$ cat config.mk
export PLATFORM = sky130hd
export DESIGN_NAME = damlc_top
export DESIGN_NICKNAME = d
export VERILOG_FILES = /design/src/verilog/damlc_pkg.sv /design/src/verilog/damlc_div.sv /design/src/verilog/display_address_mux_line_compare.sv
export VERILOG_INCLUDE_DIRS = /design/src /design/src/verilog
export SDC_FILE = /design/constraint.sdc
export NUM_CORES = 1
export LEC_CHECK = 0
export ABC_CLOCK_PERIOD_IN_PS = 3100
export BUFFER_PORTS_ARGS = -buffer_cell sky130_fd_sc_hd__buf_2
export CORE_MARGIN = 2
export CORE_UTILIZATION = 50
export DETAILED_ROUTE_END_ITERATION = 7
export PLACE_DENSITY = 0.81
export REMOVE_ABC_BUFFERS = 1
export SYNTH_ARGS = -nofsm -noshare
export SYNTH_HDL_FRONTEND = slang
export SYNTH_SLANG_ARGS = --single-unit
$ cat constraint.sdc
create_clock -name mclk -period 3.1 [get_ports mclk]
set_clock_uncertainty 0.2 [all_clocks]
set_input_delay 0.93 -clock mclk [delete_from_list [all_inputs] [get_ports mclk]]
set_output_delay 0.93 -clock mclk [all_outputs]
set_load 0.005 [all_outputs]
$ cat src/verilog/damlc_params.svh
`ifndef DAMLC_PARAMS_SVH
`define DAMLC_PARAMS_SVH
// Behaviour
// - retrace-control bit low holds both retrace outputs cleared; nothing else reset
// - word/byte bit low shifts counter up one, bit 15 or 13 feeds output 0
// - doubleword bit high forces a two-position shift over word/byte bit
// - doubleword: out0=counter12, out1=counter13, out2..15=counter0..13
// - word mode: wrap bit picks counter 15 (1) or 13 (0) for output 0
// - count-by-two high clocks address counter at character clock over two while count-by-four is low
// - retrace-select high clocks vertical counter at horizontal retrace over two
// - row-scan select low puts row scan bit 1 on output 14
// - compat bit low puts row scan bit 0 on output 13 during display
// - vertical counter equal to 10-bit target clears the line start address at row start
// - count-by-four high clocks address counter at character clock over four
`define DAMLC_IDX_MODE        8'h17
`define DAMLC_IDX_LINECMP     8'h18
`define DAMLC_MODE_RESET      8'h00
`define DAMLC_LINECMP_RESET   8'hFF
`define DAMLC_BIT_RETRACE_EN  7
`define DAMLC_BIT_BYTE_MODE   6
`define DAMLC_BIT_WRAP        5
`define DAMLC_BIT_CNT_BY2     3
`define DAMLC_BIT_HR_SEL      2
`define DAMLC_BIT_ROW_SEL     1
`define DAMLC_BIT_COMPAT      0
`define DAMLC_MODE_RSVD_MASK  8'hEF
`endif

$ cat src/verilog/damlc_pkg.sv
package damlc_pkg;
   typedef logic [15:0] damlc_addr_t;
   typedef logic [9:0]  damlc_line_t;
   typedef enum logic [1:0] {
      DAMLC_BYTE  = 2'b00,
      DAMLC_WORD  = 2'b01,
      DAMLC_DWORD = 2'b10
   } damlc_amode_e;
endpackage : damlc_pkg

$ cat src/verilog/damlc_div.sv
`timescale 1ns/1ps
// pulse divider: passes every Nth tick (1, 2 or 4)
module damlc_div (
   input  wire logic       mclk,
   input  wire logic       rst,
   input  wire logic       ce,
   input  wire logic       tick,
   input  wire logic [1:0] sel,
   output logic            tickOut
);
   logic [1:0] cnt_r;
   logic [1:0] cnt_nxt;

   // count ticks; sel 0 = every tick, 1 = every second, 2 = every fourth
   always_comb begin
      cnt_nxt = cnt_r;
      tickOut = 1'b0;
      if (tick) begin
         cnt_nxt = cnt_r + 2'd1;
         unique case (sel)
            2'd0: tickOut = 1'b1;
            2'd1: tickOut = cnt_r[0];
            default: tickOut = (cnt_r == 2'd3);
         endcase
      end
   end

   always_ff @(posedge mclk) begin
      if (rst) begin
         cnt_r <= 2'd0;
      end else if (ce) begin
         cnt_r <= cnt_nxt;
      end
   end
endmodule : damlc_div

$ cat src/verilog/display_address_mux_line_compare.sv
`timescale 1ns/1ps
`include "damlc_params.svh"
module damlc_top (
   input  wire logic        mclk,
   input  wire logic        rst,
   input  wire logic        ce,
   input  wire logic        regWrite,
   input  wire logic [7:0]  regIndex,
   input  wire logic [7:0]  regWrData,
   output logic      [7:0]  regRdData,
   input  wire logic        doublewordSel,
   input  wire logic        countBy4,
   input  wire logic        lineCmpBit8,
   input  wire logic        lineCmpBit9,
   input  wire logic        charClkTick,
   input  wire logic        horizontalRetracePulse,
   input  wire logic        frameStart,
   input  wire logic        rowStart,
   input  wire logic        displayActive,
   input  wire logic [4:0]  rowScan,
   input  wire logic [15:0] lineStartLoad,
   input  wire logic [15:0] rowOffset,
   input  wire logic        hRetraceIn,
   input  wire logic        vRetraceIn,
   output logic             hRetraceOut,
   output logic             vRetraceOut,
   output logic      [15:0] refreshMemoryAddressOut,
   output logic      [9:0]  vertCount,
   output logic             lineMatch
);
   // host-visible registers
   logic [7:0]  modeCtl_r;
   logic [7:0]  modeCtl_nxt;
   logic [7:0]  lineCmp_r;
   logic [7:0]  lineCmp_nxt;

   // refresh counters
   logic [15:0] addrCnt_r;
   logic [15:0] addrCnt_nxt;
   logic [15:0] lineStart_r;
   logic [15:0] lineStart_nxt;
   logic [9:0]  vCnt_r;
   logic [9:0]  vCnt_nxt;

   // output multiplexer and its holding register
   logic [15:0] outAddr_r;
   logic [15:0] outAddr_nxt;
   logic [15:0] outHold_nxt;
   logic [15:0] shifted;

   // clock-rate selection and split-line target
   logic        addrTick;
   logic        vertTick;
   logic [1:0]  addrDivSel;
   logic [9:0]  target;
   damlc_pkg::damlc_amode_e amode;

   // register file write; reserved bit 4 of mode control stays zero
   always_comb begin
      modeCtl_nxt = modeCtl_r;
      lineCmp_nxt = lineCmp_r;
      if (regWrite && regIndex == `DAMLC_IDX_MODE) begin
         modeCtl_nxt = regWrData & `DAMLC_MODE_RSVD_MASK;
      end
      if (regWrite && regIndex == `DAMLC_IDX_LINECMP) begin
         lineCmp_nxt = regWrData;
      end
   end

   always_ff @(posedge mclk) begin
      if (rst) begin
         modeCtl_r <= `DAMLC_MODE_RESET;
         lineCmp_r <= `DAMLC_LINECMP_RESET;
      end else if (ce) begin
         modeCtl_r <= modeCtl_nxt;
         lineCmp_r <= lineCmp_nxt;
      end
   end

   // readback is combinational so the index/data pair reads in one cycle
   always_comb begin
      unique case (regIndex)
         `DAMLC_IDX_MODE:    regRdData = modeCtl_r;
         `DAMLC_IDX_LINECMP: regRdData = lineCmp_r;
         default:            regRdData = 8'h00;
      endcase
   end

   // retrace gating only
   // the enable bit only masks the retrace outputs; counters and registers
   // keep running so software can toggle it without losing the raster
   always_comb begin
      hRetraceOut = 1'b0;
      vRetraceOut = 1'b0;
      if (modeCtl_r[`DAMLC_BIT_RETRACE_EN]) begin
         hRetraceOut = hRetraceIn;
         vRetraceOut = vRetraceIn;
      end
   end

   // address counter rate; count-by-four wins over two
   assign addrDivSel = countBy4 ? 2'd2 : (modeCtl_r[`DAMLC_BIT_CNT_BY2] ? 2'd1 : 2'd0);

   damlc_div u_addrDiv (
      .mclk    (mclk),
      .rst     (rst),
      .ce      (ce),
      .tick    (charClkTick),
      .sel     (addrDivSel),
      .tickOut (addrTick)
   );

   damlc_div u_vertDiv (
      .mclk    (mclk),
      .rst     (rst),
      .ce      (ce),
      .tick    (horizontalRetracePulse),
      .sel     ({1'b0, modeCtl_r[`DAMLC_BIT_HR_SEL]}),
      .tickOut (vertTick)
   );

   assign target    = {lineCmpBit9, lineCmpBit8, lineCmp_r};
   assign lineMatch = (vCnt_r == target);

   // counters; a match takes priority so the split region starts at address zero
   // frame start still wins over everything, so a target beyond the last line
   // simply never fires and the whole screen scrolls as one region
   // the clear is taken at the row start so a half-drawn row is never cut
   always_comb begin
      vCnt_nxt      = vCnt_r;
      lineStart_nxt = lineStart_r;
      addrCnt_nxt   = addrCnt_r;
      if (frameStart) begin
         vCnt_nxt      = 10'd0;
         lineStart_nxt = lineStartLoad;
         addrCnt_nxt   = lineStartLoad;
      end else begin
         if (vertTick) begin
            vCnt_nxt = vCnt_r + 10'd1;
         end
         if (rowStart) begin
            lineStart_nxt = lineStart_r + rowOffset;
            addrCnt_nxt   = lineStart_r + rowOffset;
         end else if (addrTick) begin
            addrCnt_nxt = addrCnt_r + 16'd1;
         end
         if (lineMatch && rowStart) begin
            lineStart_nxt = 16'h0000;
            addrCnt_nxt   = 16'h0000;
         end
      end
   end

   always_ff @(posedge mclk) begin
      if (rst) begin
         vCnt_r      <= 10'd0;
         lineStart_r <= 16'h0000;
         addrCnt_r   <= 16'h0000;
      end else if (ce) begin
         vCnt_r      <= vCnt_nxt;
         lineStart_r <= lineStart_nxt;
         addrCnt_r   <= addrCnt_nxt;
      end
   end

   always_comb begin
      if (doublewordSel) begin
         amode = damlc_pkg::DAMLC_DWORD;
      end else if (modeCtl_r[`DAMLC_BIT_BYTE_MODE]) begin
         amode = damlc_pkg::DAMLC_BYTE;
      end else begin
         amode = damlc_pkg::DAMLC_WORD;
      end
   end

   // output multiplexer: shift, then row-scan substitution
   always_comb begin
      unique case (amode)
         damlc_pkg::DAMLC_BYTE:  shifted = addrCnt_r;
         damlc_pkg::DAMLC_WORD:  shifted = {addrCnt_r[14:0],
                                            modeCtl_r[`DAMLC_BIT_WRAP] ? addrCnt_r[15] : addrCnt_r[13]};
         damlc_pkg::DAMLC_DWORD: shifted = {addrCnt_r[13:0], addrCnt_r[13], addrCnt_r[12]};
         default:                shifted = addrCnt_r;
      endcase
      outAddr_nxt = shifted;
      if (!modeCtl_r[`DAMLC_BIT_ROW_SEL]) begin
         outAddr_nxt[14] = rowScan[1];
      end
      if (!modeCtl_r[`DAMLC_BIT_COMPAT] && displayActive) begin
         outAddr_nxt[13] = rowScan[0];
      end
   end

   // registered once per character clock
   // holding between ticks keeps the address steady for the whole memory cycle
   always_comb begin
      outHold_nxt = outAddr_r;
      if (charClkTick) begin
         outHold_nxt = outAddr_nxt;
      end
   end

   always_ff @(posedge mclk) begin
      if (rst) begin
         outAddr_r <= 16'h0000;
      end else if (ce) begin
         outAddr_r <= outHold_nxt;
      end
   end

   assign refreshMemoryAddressOut = outAddr_r;
   assign vertCount               = vCnt_r;
endmodule : damlc_top

Word level (Yosys, flattened, before mapping) --
Index checks and enable logic that the tools add are counted.
Cells by class: add/sub/neg operators 5, multipliers 0, div/mod/pow operators 0, magnitude comparators 0, equal/unequal tests 8, shift operators 0, multiplexer cells 24, bitwise gates (word level) 0, reductions and logical operators 17
Operators with widths (number):
- $mux W16 | 7
- $pmux W16 S2 | 1
- $mux W10 | 2
- $add A16 B1 Y16 const B | 1
- $add A16 B16 Y16 | 1
- $eq A8 B5 Y1 const B | 2
- $pmux W8 S2 | 1
- $reduce_and A2 Y1 | 7
- $add A10 B1 Y10 const B | 1
- $eq A10 B10 Y1 | 1
- $mux W1 | 9
- $eq A2 B2 Y1 const B | 3
- $add A2 B1 Y2 const B | 2
- $eq A2 B1 Y1 const B | 2
- $logic_and A1 B1 Y1 | 4
- $logic_not A2 Y1 | 2
- $mux W2 | 2
- $pmux W1 S2 | 2
- $reduce_bool A4 Y1 | 1
- $reduce_bool A3 Y1 | 1
- $reduce_bool A2 Y1 | 1
- $logic_not A1 Y1 | 1
Storage, ports and cells: register bits after elaboration 77, bits in latches 0, RAM bits 0, memory bits (read-only) 0, input port bits 68, output and inout bits 37, word-level logic and storage cells 62, memories kept 0

Logic depth before layout (Yosys ltp) --
Gate-level depths: netlist (run 1).
word-level depth 9, gate-level depth with buffers 10

Cells and area by module --
Synthesis (run 1) repeated with hierarchy kept, for this count alone.
Second synthesis, totals: cells, all modules 657, area, all modules 5056.1 um^2
By module, submodules not included:
- damlc_top | times used 1, cells an instance 629, area an instance 4808.4 um^2
- damlc_div | times used 2, cells an instance 14, area an instance 123.9 um^2

Least setup slack after synthesis (run 1) --
OpenSTA, ideal clock, no wires.
path type input-to-output, start input regIndex[5], end output regRdData[0], arrival time 2.091 ns, data required time 1.970 ns, path slack -0.121 ns, cell stages on the path 3, path through or4b_4 -> nor4_4 -> a22o_1
On the way: word-level cells in the longest chain between the ends 2
Ends and longest elaborated chain:
- start: declaration | RTL line display_address_mux_line_compare.sv:8 | input wire logic [7:0] regIndex,
- $eq A8 B5 Y1 | RTL line display_address_mux_line_compare.sv:82 | unique case (regIndex)
- $pmux W8 S2 * | RTL line display_address_mux_line_compare.sv:82
- end: declaration | RTL line display_address_mux_line_compare.sv:10 | output logic [7:0] regRdData,
Mark *: on every way between the ends. The rest lies on a longest branch, timed or not.

Final worst setup path (run 1) --
start input regIndex[6], end output regRdData[0]
The elaborated chain is that of the path after synthesis.

==> flow_summary.toml, run 1 <==
[floorplanning]
start_util = 0.519
die_w_um = 102
die_h_um = 102
rows = 35
ioPinCount = 105
core_um2 = 9280
die-area_um2 = 10400

[finish]
synthToLayoutAreaGrowth_pct = 23.2
fin_util = 0.639
stdcell_count = 883
nets = 836
stdcell_area_um2 = 5940
drive_gt1_frac = 0.237
diodes = 0
final_common_cell = "buf_2"
layout_common_cells = "101 x buf_2, 94 x nand2_1, 76 x dfxtp_1, 62 x nor2_1, 52 x o21ai_0"

[place]
io_buffers = 101
dp.final_hpwl_mm = 10.5
place_area_um2 = 5640
dp_cells = 862
finalWeightedCongestion = 0.911

[logic_synthesis]
synth_flop_cell = "dfxtp_1"
avgSynthCellArea_um2 = 7.67
synth_simple_gate_area_frac = 0.224
synth_cell_types = 62
synth_top_family_by_area = "compound AO/OA/AOI/OAI gates"
synth-compound-area-share = 0.231
ys_ff_latch = 76
synth_edf_count = 0
ys_warn_count = 0
synthMuxAreaShare = 0.0525
synth_seq_area_share = 0.316
synthArstFlopShare = 0
synth_xor_area_frac = 0.0818
netlist_area_um2 = 4820
synth_cells = 628
synthAdderAreaFrac = 0.0509

[critical_path]
cp_slowest_cell = "or4b_4"
reg2reg_depth = 12
cp.depth = 6
slowest_delay_ns = 0.55
required_ns = 1.97
cp_cell_sequence = "buf_6, or4b_4, nor4_4, buf_4, a22o_1, buf_2"
crit_path_max_fanout = 5
cp-start-kind = "primary input"
path_class = "in2out"
critPathTopFamily = "simple AND/OR/NAND/NOR gates"
startpoint = "regIndex[6]"
arrival_ns = 2.17
cp_num_buf_inv = 3
cp-end-kind = "output port"
r2r_start = "vertCount[4]"

[status]
status = "finished with violations"
violations = "setup timing"

[sta]
fin_crit_sh = 1.07
slew_headroom = 0.572
min_period_ns = 3.30
whs_ns = 0.252
rsz0062_at_grt = "true"
drv_slew = 0
fmax_ghz = 0.303
tightestPinTransition_ns = 0.642
fin_ws_ns = -0.202
finalSetupViolCount = 8
fin_tns_setup_ns = -1.49
hold_viol = 0

[routing]
drc = 0
drt_wl_total_mm = 13.8
firstDrtPassIters = 5
wire_per_inst_um = 15.6
drtIter0Drc = 330
vias = 5105
avgViaCountPerCell = 5.78
ant_nets = 0

[worst_hold_path]
whs_path_depth = 2
worstHoldStart = "refreshMemoryAddressOut[1]"
hold_path_class = "reg2reg"

[power_and_ir_drop]
comb_power_share = 0.225
p_leak_nw = 2.50
clkPwrFrac = 0.358
ir_worst_vdd_uv = 245
switching_share = 0.299
switchingPower_mw = 0.777
intPower_mw = 1.82
power.density_nw_per_um2 = 438
pwr-share-seq = 0.418

[clock_network]
clkLatencyLatePin_ns = 0.37
cts_hold_buf = 0
cts_made_buffers = 9
cts.sinks = 76
clockBufferDepth = 2
cts_tree = "done"
htreeDepth = 3
cts_root_buf = "clkbuf_8"
clkTransAtPathRegs_ns = 0.08

[global_route]
grt_start_max_net_pins = 31
grt_pass1_vias = 4795
gr-total-overflow = 0
grt_use_total = 0.265
grt_antenna_before_repair = 0
grt_pass1_wl_mm = 22.0

[run]
maxCapViolCount = 0
==> Yosys cell counts (all sizes together) (4+ instances only) <==
master	number	area, um^2
xor2	29	254
nor3	10	50.1
or3	4	25.0
o21a	4	30.0
a211oi	9	72.6
dfxtp	76	1520
nand2	94	353
nand2b	4	25.0
mux2i	23	230
a31oi	16	121
buf	13	63.8
and3	5	31.3
nand3	21	110
nand4	7	43.8
a221oi	5	50.0
a22o	7	61.3
and2	5	31.3
o211ai	10	75.1
nor2	63	239
xnor2	16	140
a21o	4	30.0
nor2b	4	25.0
o22ai	4	25.0
o21ai	53	269
inv	14	52.6
ha	18	225
nor4	7	58.8
clkbuf	24	91.3
a21oi	50	254
==> path summary, 6_finish.rpt <==
path / end / slack [ns]
worst max-delay path: regRdData[0] / -0.20
worst min-delay path: refreshMemoryAddressOut[1] / 0.25
worst max register to register: addrCnt_r[15] / 0.41
worst min register to register: refreshMemoryAddressOut[1] / 0.25
==> worst reg2reg max path, stage by stage (launching register included) <==
cell	delay (ns)
dfxtp_1	0.44
xor2_1	0.11
nor4_1	0.31
nand4_1	0.13
buf_4	0.17
buf_4	0.13
buf_4	0.12
buf_4	0.14
o21ai_2	0.29
buf_4	0.20
a21oi_1	0.05
o221ai_1	0.19
a41oi_1	0.07
==> cell families after synthesis <==
kind of cell / Yosys count
and+or+nand+nor: 234
AOI/OAI and AO/OA: 177
DFF: 76
buffers and inverters: 52
xor gates and xnor gates: 45
muxes: 25
adders and majority gates: 19
==> flip-flops by register name, summed over array words and instances, names as in the netlist <==
name and count:
u_vertDiv.cnt_r 1, lineStart_r 16, modeCtl_r 7, vertCount 10, refreshMemoryAddressOut 16, u_addrDiv.cnt_r 2
lineCmp_r 8, addrCnt_r 16
==> routing by layer <==
metal  share of wire  GRT usage  vias up
li1                -          -     2489
met1            0.43      0.337     2345
met2            0.48      0.452      241
met3           0.072     0.0328       30
met4           0.023      0.116        0
met5               0          0        -
==> stage by stage <==
step	total power, mW	setup WS [ns]
after floorplan	1.44	-0.294
after global placement	1.66	-0.256
after detailed placement	1.68	-0.291
after CTS	2.59	-0.214
after global routing	2.71	-0.295
final	2.60	-0.202
==> layout make-up <==
| type | count | area (um^2) |
|---|---|---|
| Fill cell | 815 | 3350 |
| Multi-Input combinational cell | 500 | 3090 |
| Sequential cell | 76 | 1520 |
| Timing Repair Buffer | 147 | 855 |
| Tap cell | 129 | 161 |
| Clock buffer | 9 | 124 |
| Clock inverter | 7 | 124 |
| Inverter | 15 | 56.3 |
==> power by group through the flow <==
stage          logic (mW)  clock network, mW  registers, mW
2_1_floorplan       0.350                  0           1.09
3_3_place_gp        0.553                  0           1.10
3_5_place_dp        0.570                  0           1.11
4_1_cts             0.576              0.932           1.08
5_1_grt             0.645              0.972           1.09
6_report            0.584              0.929           1.08
==> what timing repair did <==
item                                    4_1_cts  5_1_grt
cloned                                        1        0
setup buffers                                 1        3
resized for setup                             2        2
endpoints found under the setup margin        9       12
pin swaps                                     9        4
hold endpoints to repair                      0        0
(Power assumes the default switching activity.)
==> inputs of run 2 (changes only) <==
ABC_CLOCK_PERIOD_IN_PS = 3500   (was 3100)
CORE_UTILIZATION = 35   (was 50)
PLACE_DENSITY = 0.59   (was 0.81)
SLEW_MARGIN = 30   (was not set)
clock period = 3.5 ns   (was 3.1 ns; I/O delays follow)
==> run 2 against run 1 <==
Effect of this change: the flow still finishes with violations (setup timing); wire length is 4.0% higher; via count is 4.0% lower; combinational power is 14% lower; critical path depth stayed put; hold slack worse by 0.0027 ns; utilization is 19 points lower; final cell count is 3.1% higher; sequential power is 11% lower; die area is 41% higher; power hardly changed; setup slack better by 0.16 ns.
==> flow_summary.toml, run 2 (synthesized netlist as in run 1, its figures left out) <==
[status]
status = "finished with violations"
violations = "setup timing"

[clock_network]
cts.sinks = 76
cts_tree = "done"
cts_hold_buf = 0
clockBufferDepth = 2
htreeDepth = 3
cts_made_buffers = 9
clkTransAtPathRegs_ns = 0.06
cts_root_buf = "clkbuf_16"
clkLatencyLatePin_ns = 0.33
cts_setup_buffers = 0

[run]
maxCapViolCount = 0

[floorplanning]
start_util = 0.361
die_h_um = 121
core_um2 = 13300
ioPinCount = 105
die_w_um = 121
die-area_um2 = 14700
rows = 42

[place]
place_area_um2 = 5590
dp_cells = 893
finalWeightedCongestion = 0.874
dp.final_hpwl_mm = 10.9
pre_cts_ws_ns = -0.107
io_buffers = 101

[sta]
fin_ws_ns = -0.0430
fmax_ghz = 0.282
drv_slew = 0
finalSetupViolCount = 8
slew_headroom = 0.572
fin_crit_sh = 1.01
rsz0062_at_grt = "true"
min_period_ns = 3.54
whs_ns = 0.250
fin_tns_setup_ns = -0.238
tightestPinTransition_ns = 0.642
hold_viol = 0

[power_and_ir_drop]
pwr-share-seq = 0.370
power.density_nw_per_um2 = 434
ir_worst_vdd_uv = 262
p_leak_nw = 2.47
switching_share = 0.274
intPower_mw = 1.89
comb_power_share = 0.193
switchingPower_mw = 0.712
power_mw = 2.60
clkPwrFrac = 0.437

[critical_path]
cp-end-kind = "output port"
startpoint = "regIndex[6]"
r2r_start = "lineStart_r[0]"
crit_path_max_fanout = 5
cp_slowest_cell = "or4b_4"
critPathTopFamily = "simple AND/OR/NAND/NOR gates"
cp_num_buf_inv = 3
cp-start-kind = "primary input"
cp_cell_sequence = "buf_6, or4b_4, nor4_4, buf_4, a22o_1, buf_2"
arrival_ns = 2.29
required_ns = 2.25
path_class = "in2out"
slowest_delay_ns = 0.56

[finish]
diodes = 0
stdcell_count = 910
n_fill_cell = 1334
stdcell_area_um2 = 5990
layout_common_cells = "100 x buf_2, 94 x nand2_1, 76 x dfxtp_1, 62 x nor2_1, 52 x o21ai_0"
final_common_cell = "buf_2"
fin_util = 0.449
synthToLayoutAreaGrowth_pct = 24.3
nets = 816
drive_gt1_frac = 0.217

[global_route]
gr-total-overflow = 0
grt_pass1_vias = 4559
grt_pass1_wl_mm = 22.7
grt_use_total = 0.192
grt_antenna_before_repair = 0
grt_start_max_net_pins = 31

[routing]
firstDrtPassIters = 4
wire_per_inst_um = 15.7
ant_nets = 0
drc = 0
avgViaCountPerCell = 5.38
drt_wl_total_mm = 14.3
drtIter0Drc = 396
vias = 4899

[worst_hold_path]
worstHoldStart = "refreshMemoryAddressOut[6]"
hold_path_class = "reg2reg"
## run 2: final cells by class
cell class	instances	area, um^2	share of cell area
clock inverters	7	139	0.0232
well taps	176	220	0.0368
repair buffers	127	723	0.121
flip-flops and latches	76	1520	0.254
clock buffers	9	225	0.0376
inverters	15	56.3	0.00940
multi-input cells	500	3100	0.518
## run 2: tightest hold or removal path, delay by kind of cell, from the launching register on
kind / cells / cell delay, ns
DFF: 1 / 0.30
AOI/OAI and AO/OA: 1 / 0.05
and+or+nand+nor: 1 / 0.05
## run 2: path summary, 6_finish.rpt
| kind | endpoint | slack, ns | cells past startpoint |
|---|---|---|---|
| setup / recovery | regRdData[0] | -0.04 | 6 |
| hold / removal | refreshMemoryAddressOut[6] | 0.25 | 2 |
| setup reg to reg | lineStart_r[12] | 0.73 | 10 |
| hold reg to reg | refreshMemoryAddressOut[6] | 0.25 | 2 |
## run 2: timing repair
item	in CTS	in global routing
gates resized for setup	3	3
pin swaps	4	3
endpoints found under the setup margin	8	9
gates cloned	1	0
## run 2: power by group through the flow
stage | Clock, mW | Sequential [mW] | Combinational (mW)
4_1_cts | 1.15 | 0.960 | 0.496
3_3_place_gp | 0 | 0.978 | 0.477
6_report | 1.14 | 0.962 | 0.502
5_1_grt | 1.19 | 0.969 | 0.556
3_5_place_dp | 0 | 0.979 | 0.491
2_1_floorplan | 0 | 0.965 | 0.310
## run 2: layer usage
layer / routed length [um] / up-vias / track usage
li1: - / 2451 / -
met1: 6780 / 2262 / 0.262
met2: 6520 / 168 / 0.312
met3: 808 / 18 / 0.0338
met4: 202 / 0 / 0.0532
met5: 0 / - / 0
==> inputs of run 3 (changes only) <==
CORE_UTILIZATION = 55   (was 35)
PLACE_DENSITY = 0.85   (was 0.59)
SKIP_CTS_REPAIR_TIMING = 1   (was not set)
==> run 3 against run 2 <==
Effect of this change: the flow still finishes with violations (setup timing); sequential cell count did not move; sequential share of layout area rose by 1.3 points; global-route usage rose by 8.0 points; wire length fell by 6.5%; first-iteration DRC count rose by 23%; combinational power fell by 2%; final cell count fell by 8.0%; via count rose by 1.6%; critical endpoint is now regRdData[2]; highest routed layer unchanged.
==> flow_summary.toml, run 3 (synthesized netlist as in run 1, its figures left out) <==
[worst_hold_path]
hold_path_class = "reg2reg"
whs_path_depth = 2

[critical_path]
arrival_ns = 2.30
required_ns = 2.25
reg2reg_depth = 10
crit_path_max_fanout = 8
cp_slowest_cell = "or4b_4"
path_class = "in2out"
slowest_delay_ns = 0.56
cp_common_cell = "buf_6"
cp-end-kind = "output port"
cp.depth = 7
critPathTopFamily = "simple AND/OR/NAND/NOR gates"
cp-start-kind = "primary input"
cp_num_buf_inv = 4
cp_cell_sequence = "buf_6, or4b_4, buf_6, nor2_4, buf_6, a22o_1, buf_2"

[routing]
drc = 0
avgViaCountPerCell = 5.95
drtIter0Drc = 488
ant_nets = 0
vias = 4979
drt_wl_total_mm = 13.4
firstDrtPassIters = 5
wire_per_inst_um = 16.0

[finish]
final_common_cell = "buf_2"
fin_util = 0.663
diodes = 0
drive_gt1_frac = 0.204
layout_common_cells = "99 x buf_2, 94 x nand2_1, 76 x dfxtp_1, 62 x nor2_1, 52 x o21ai_0"
n_fill_cell = 736
synthToLayoutAreaGrowth_pct = 18.2
nets = 812

[global_route]
grtUsageMet1 = 0.350
grt_start_max_net_pins = 31
grt_use_total = 0.272
gr-total-overflow = 0
grt_antenna_before_repair = 0
grt_use_met3 = 0.0525
grt_pass1_wl_mm = 21.5
use_met2 = 0.453
grt_pass1_vias = 4585
grt-busiest-layer = "met2"

[place]
dp.final_hpwl_mm = 9.95
io_buffers = 101
finalWeightedCongestion = 0.887

[status]
violations = "setup timing"
status = "finished with violations"

[sta]
whs_ns = 0.256
rsz0062_at_grt = "true"
tightestPinTransition_ns = 0.702
fin_crit_sh = 1.01
finalSetupViolCount = 7
fmax_ghz = 0.282
min_period_ns = 3.55
hold_viol = 0
fin_ws_ns = -0.0465
drv_slew = 0
slew_headroom = 0.532

[clock_network]
clkLatencyLatePin_ns = 0.36
cts.sinks = 76
clkTransAtPathRegs_ns = 0.07
cts_root_buf = "clkbuf_8"
cts_made_buffers = 9
htreeDepth = 3
cts_tree = "done"
clockBufferDepth = 2

[floorplanning]
die-area_um2 = 9530
rows = 34
core_um2 = 8590
start_util = 0.561
die_w_um = 97.6
ioPinCount = 105
die_h_um = 97.6

[power_and_ir_drop]
power.density_nw_per_um2 = 371
p_leak_nw = 2.37
power_mw = 2.11
ir_worst_vdd_uv = 161

[run]
maxCapViolCount = 0
-- run 3: tightest hold or removal path, delay by kind of cell, from the launching register on --
kind / cells / cell delay, ns
compound gates: 1 / 0.05
flops: 1 / 0.31
simple gates: 1 / 0.05
-- run 3: worst paths after layout --
path                                            startpoint                          to  slack, ns
worst max-delay path                           regIndex[7]                regRdData[2]      -0.05
worst min-delay path            refreshMemoryAddressOut[4]  refreshMemoryAddressOut[4]       0.26
worst max register to register              lineStart_r[0]             lineStart_r[12]       0.75
worst min register to register  refreshMemoryAddressOut[4]  refreshMemoryAddressOut[4]       0.26
-- run 3: final cells by class --
| class | count | area [um^2] | share of cell area |
|---|---|---|---|
| multi-input cells | 500 | 3100 | 0.543 |
| flip-flops and latches | 76 | 1520 | 0.267 |
| repair buffers | 123 | 703 | 0.123 |
| clock buffers | 13 | 149 | 0.0261 |
| well taps | 108 | 135 | 0.0237 |
| inverters | 15 | 56.3 | 0.00989 |
| clock inverters | 2 | 35.0 | 0.00615 |
-- run 3: where the power goes --
group          internal [mW]  switching, mW  total (mW)
registers              0.910         0.0519       0.962
clock network          0.345          0.314       0.659
logic                  0.205          0.287       0.493
-- run 3: per-stage QoR --
step	setup WS (ns)	TNS, ns	instances	area (um^2)
after floorplan	-0.0138	-0.0275	591	4660
after CTS	-0.124	-0.908	836	5660
after global placement	-0.103	-0.720	821	5480
final	-0.0465	-0.209	837	5700
after detailed placement	-0.116	-0.861	821	5480
after global routing	-0.0872	-0.544	837	5700
-- run 3: routing by layer --
layer,wire (um),vias to the layer above
li1,-,2431
met1,5740,2289
met2,6390,232
met3,985,27
met4,263,0
met5,0,-
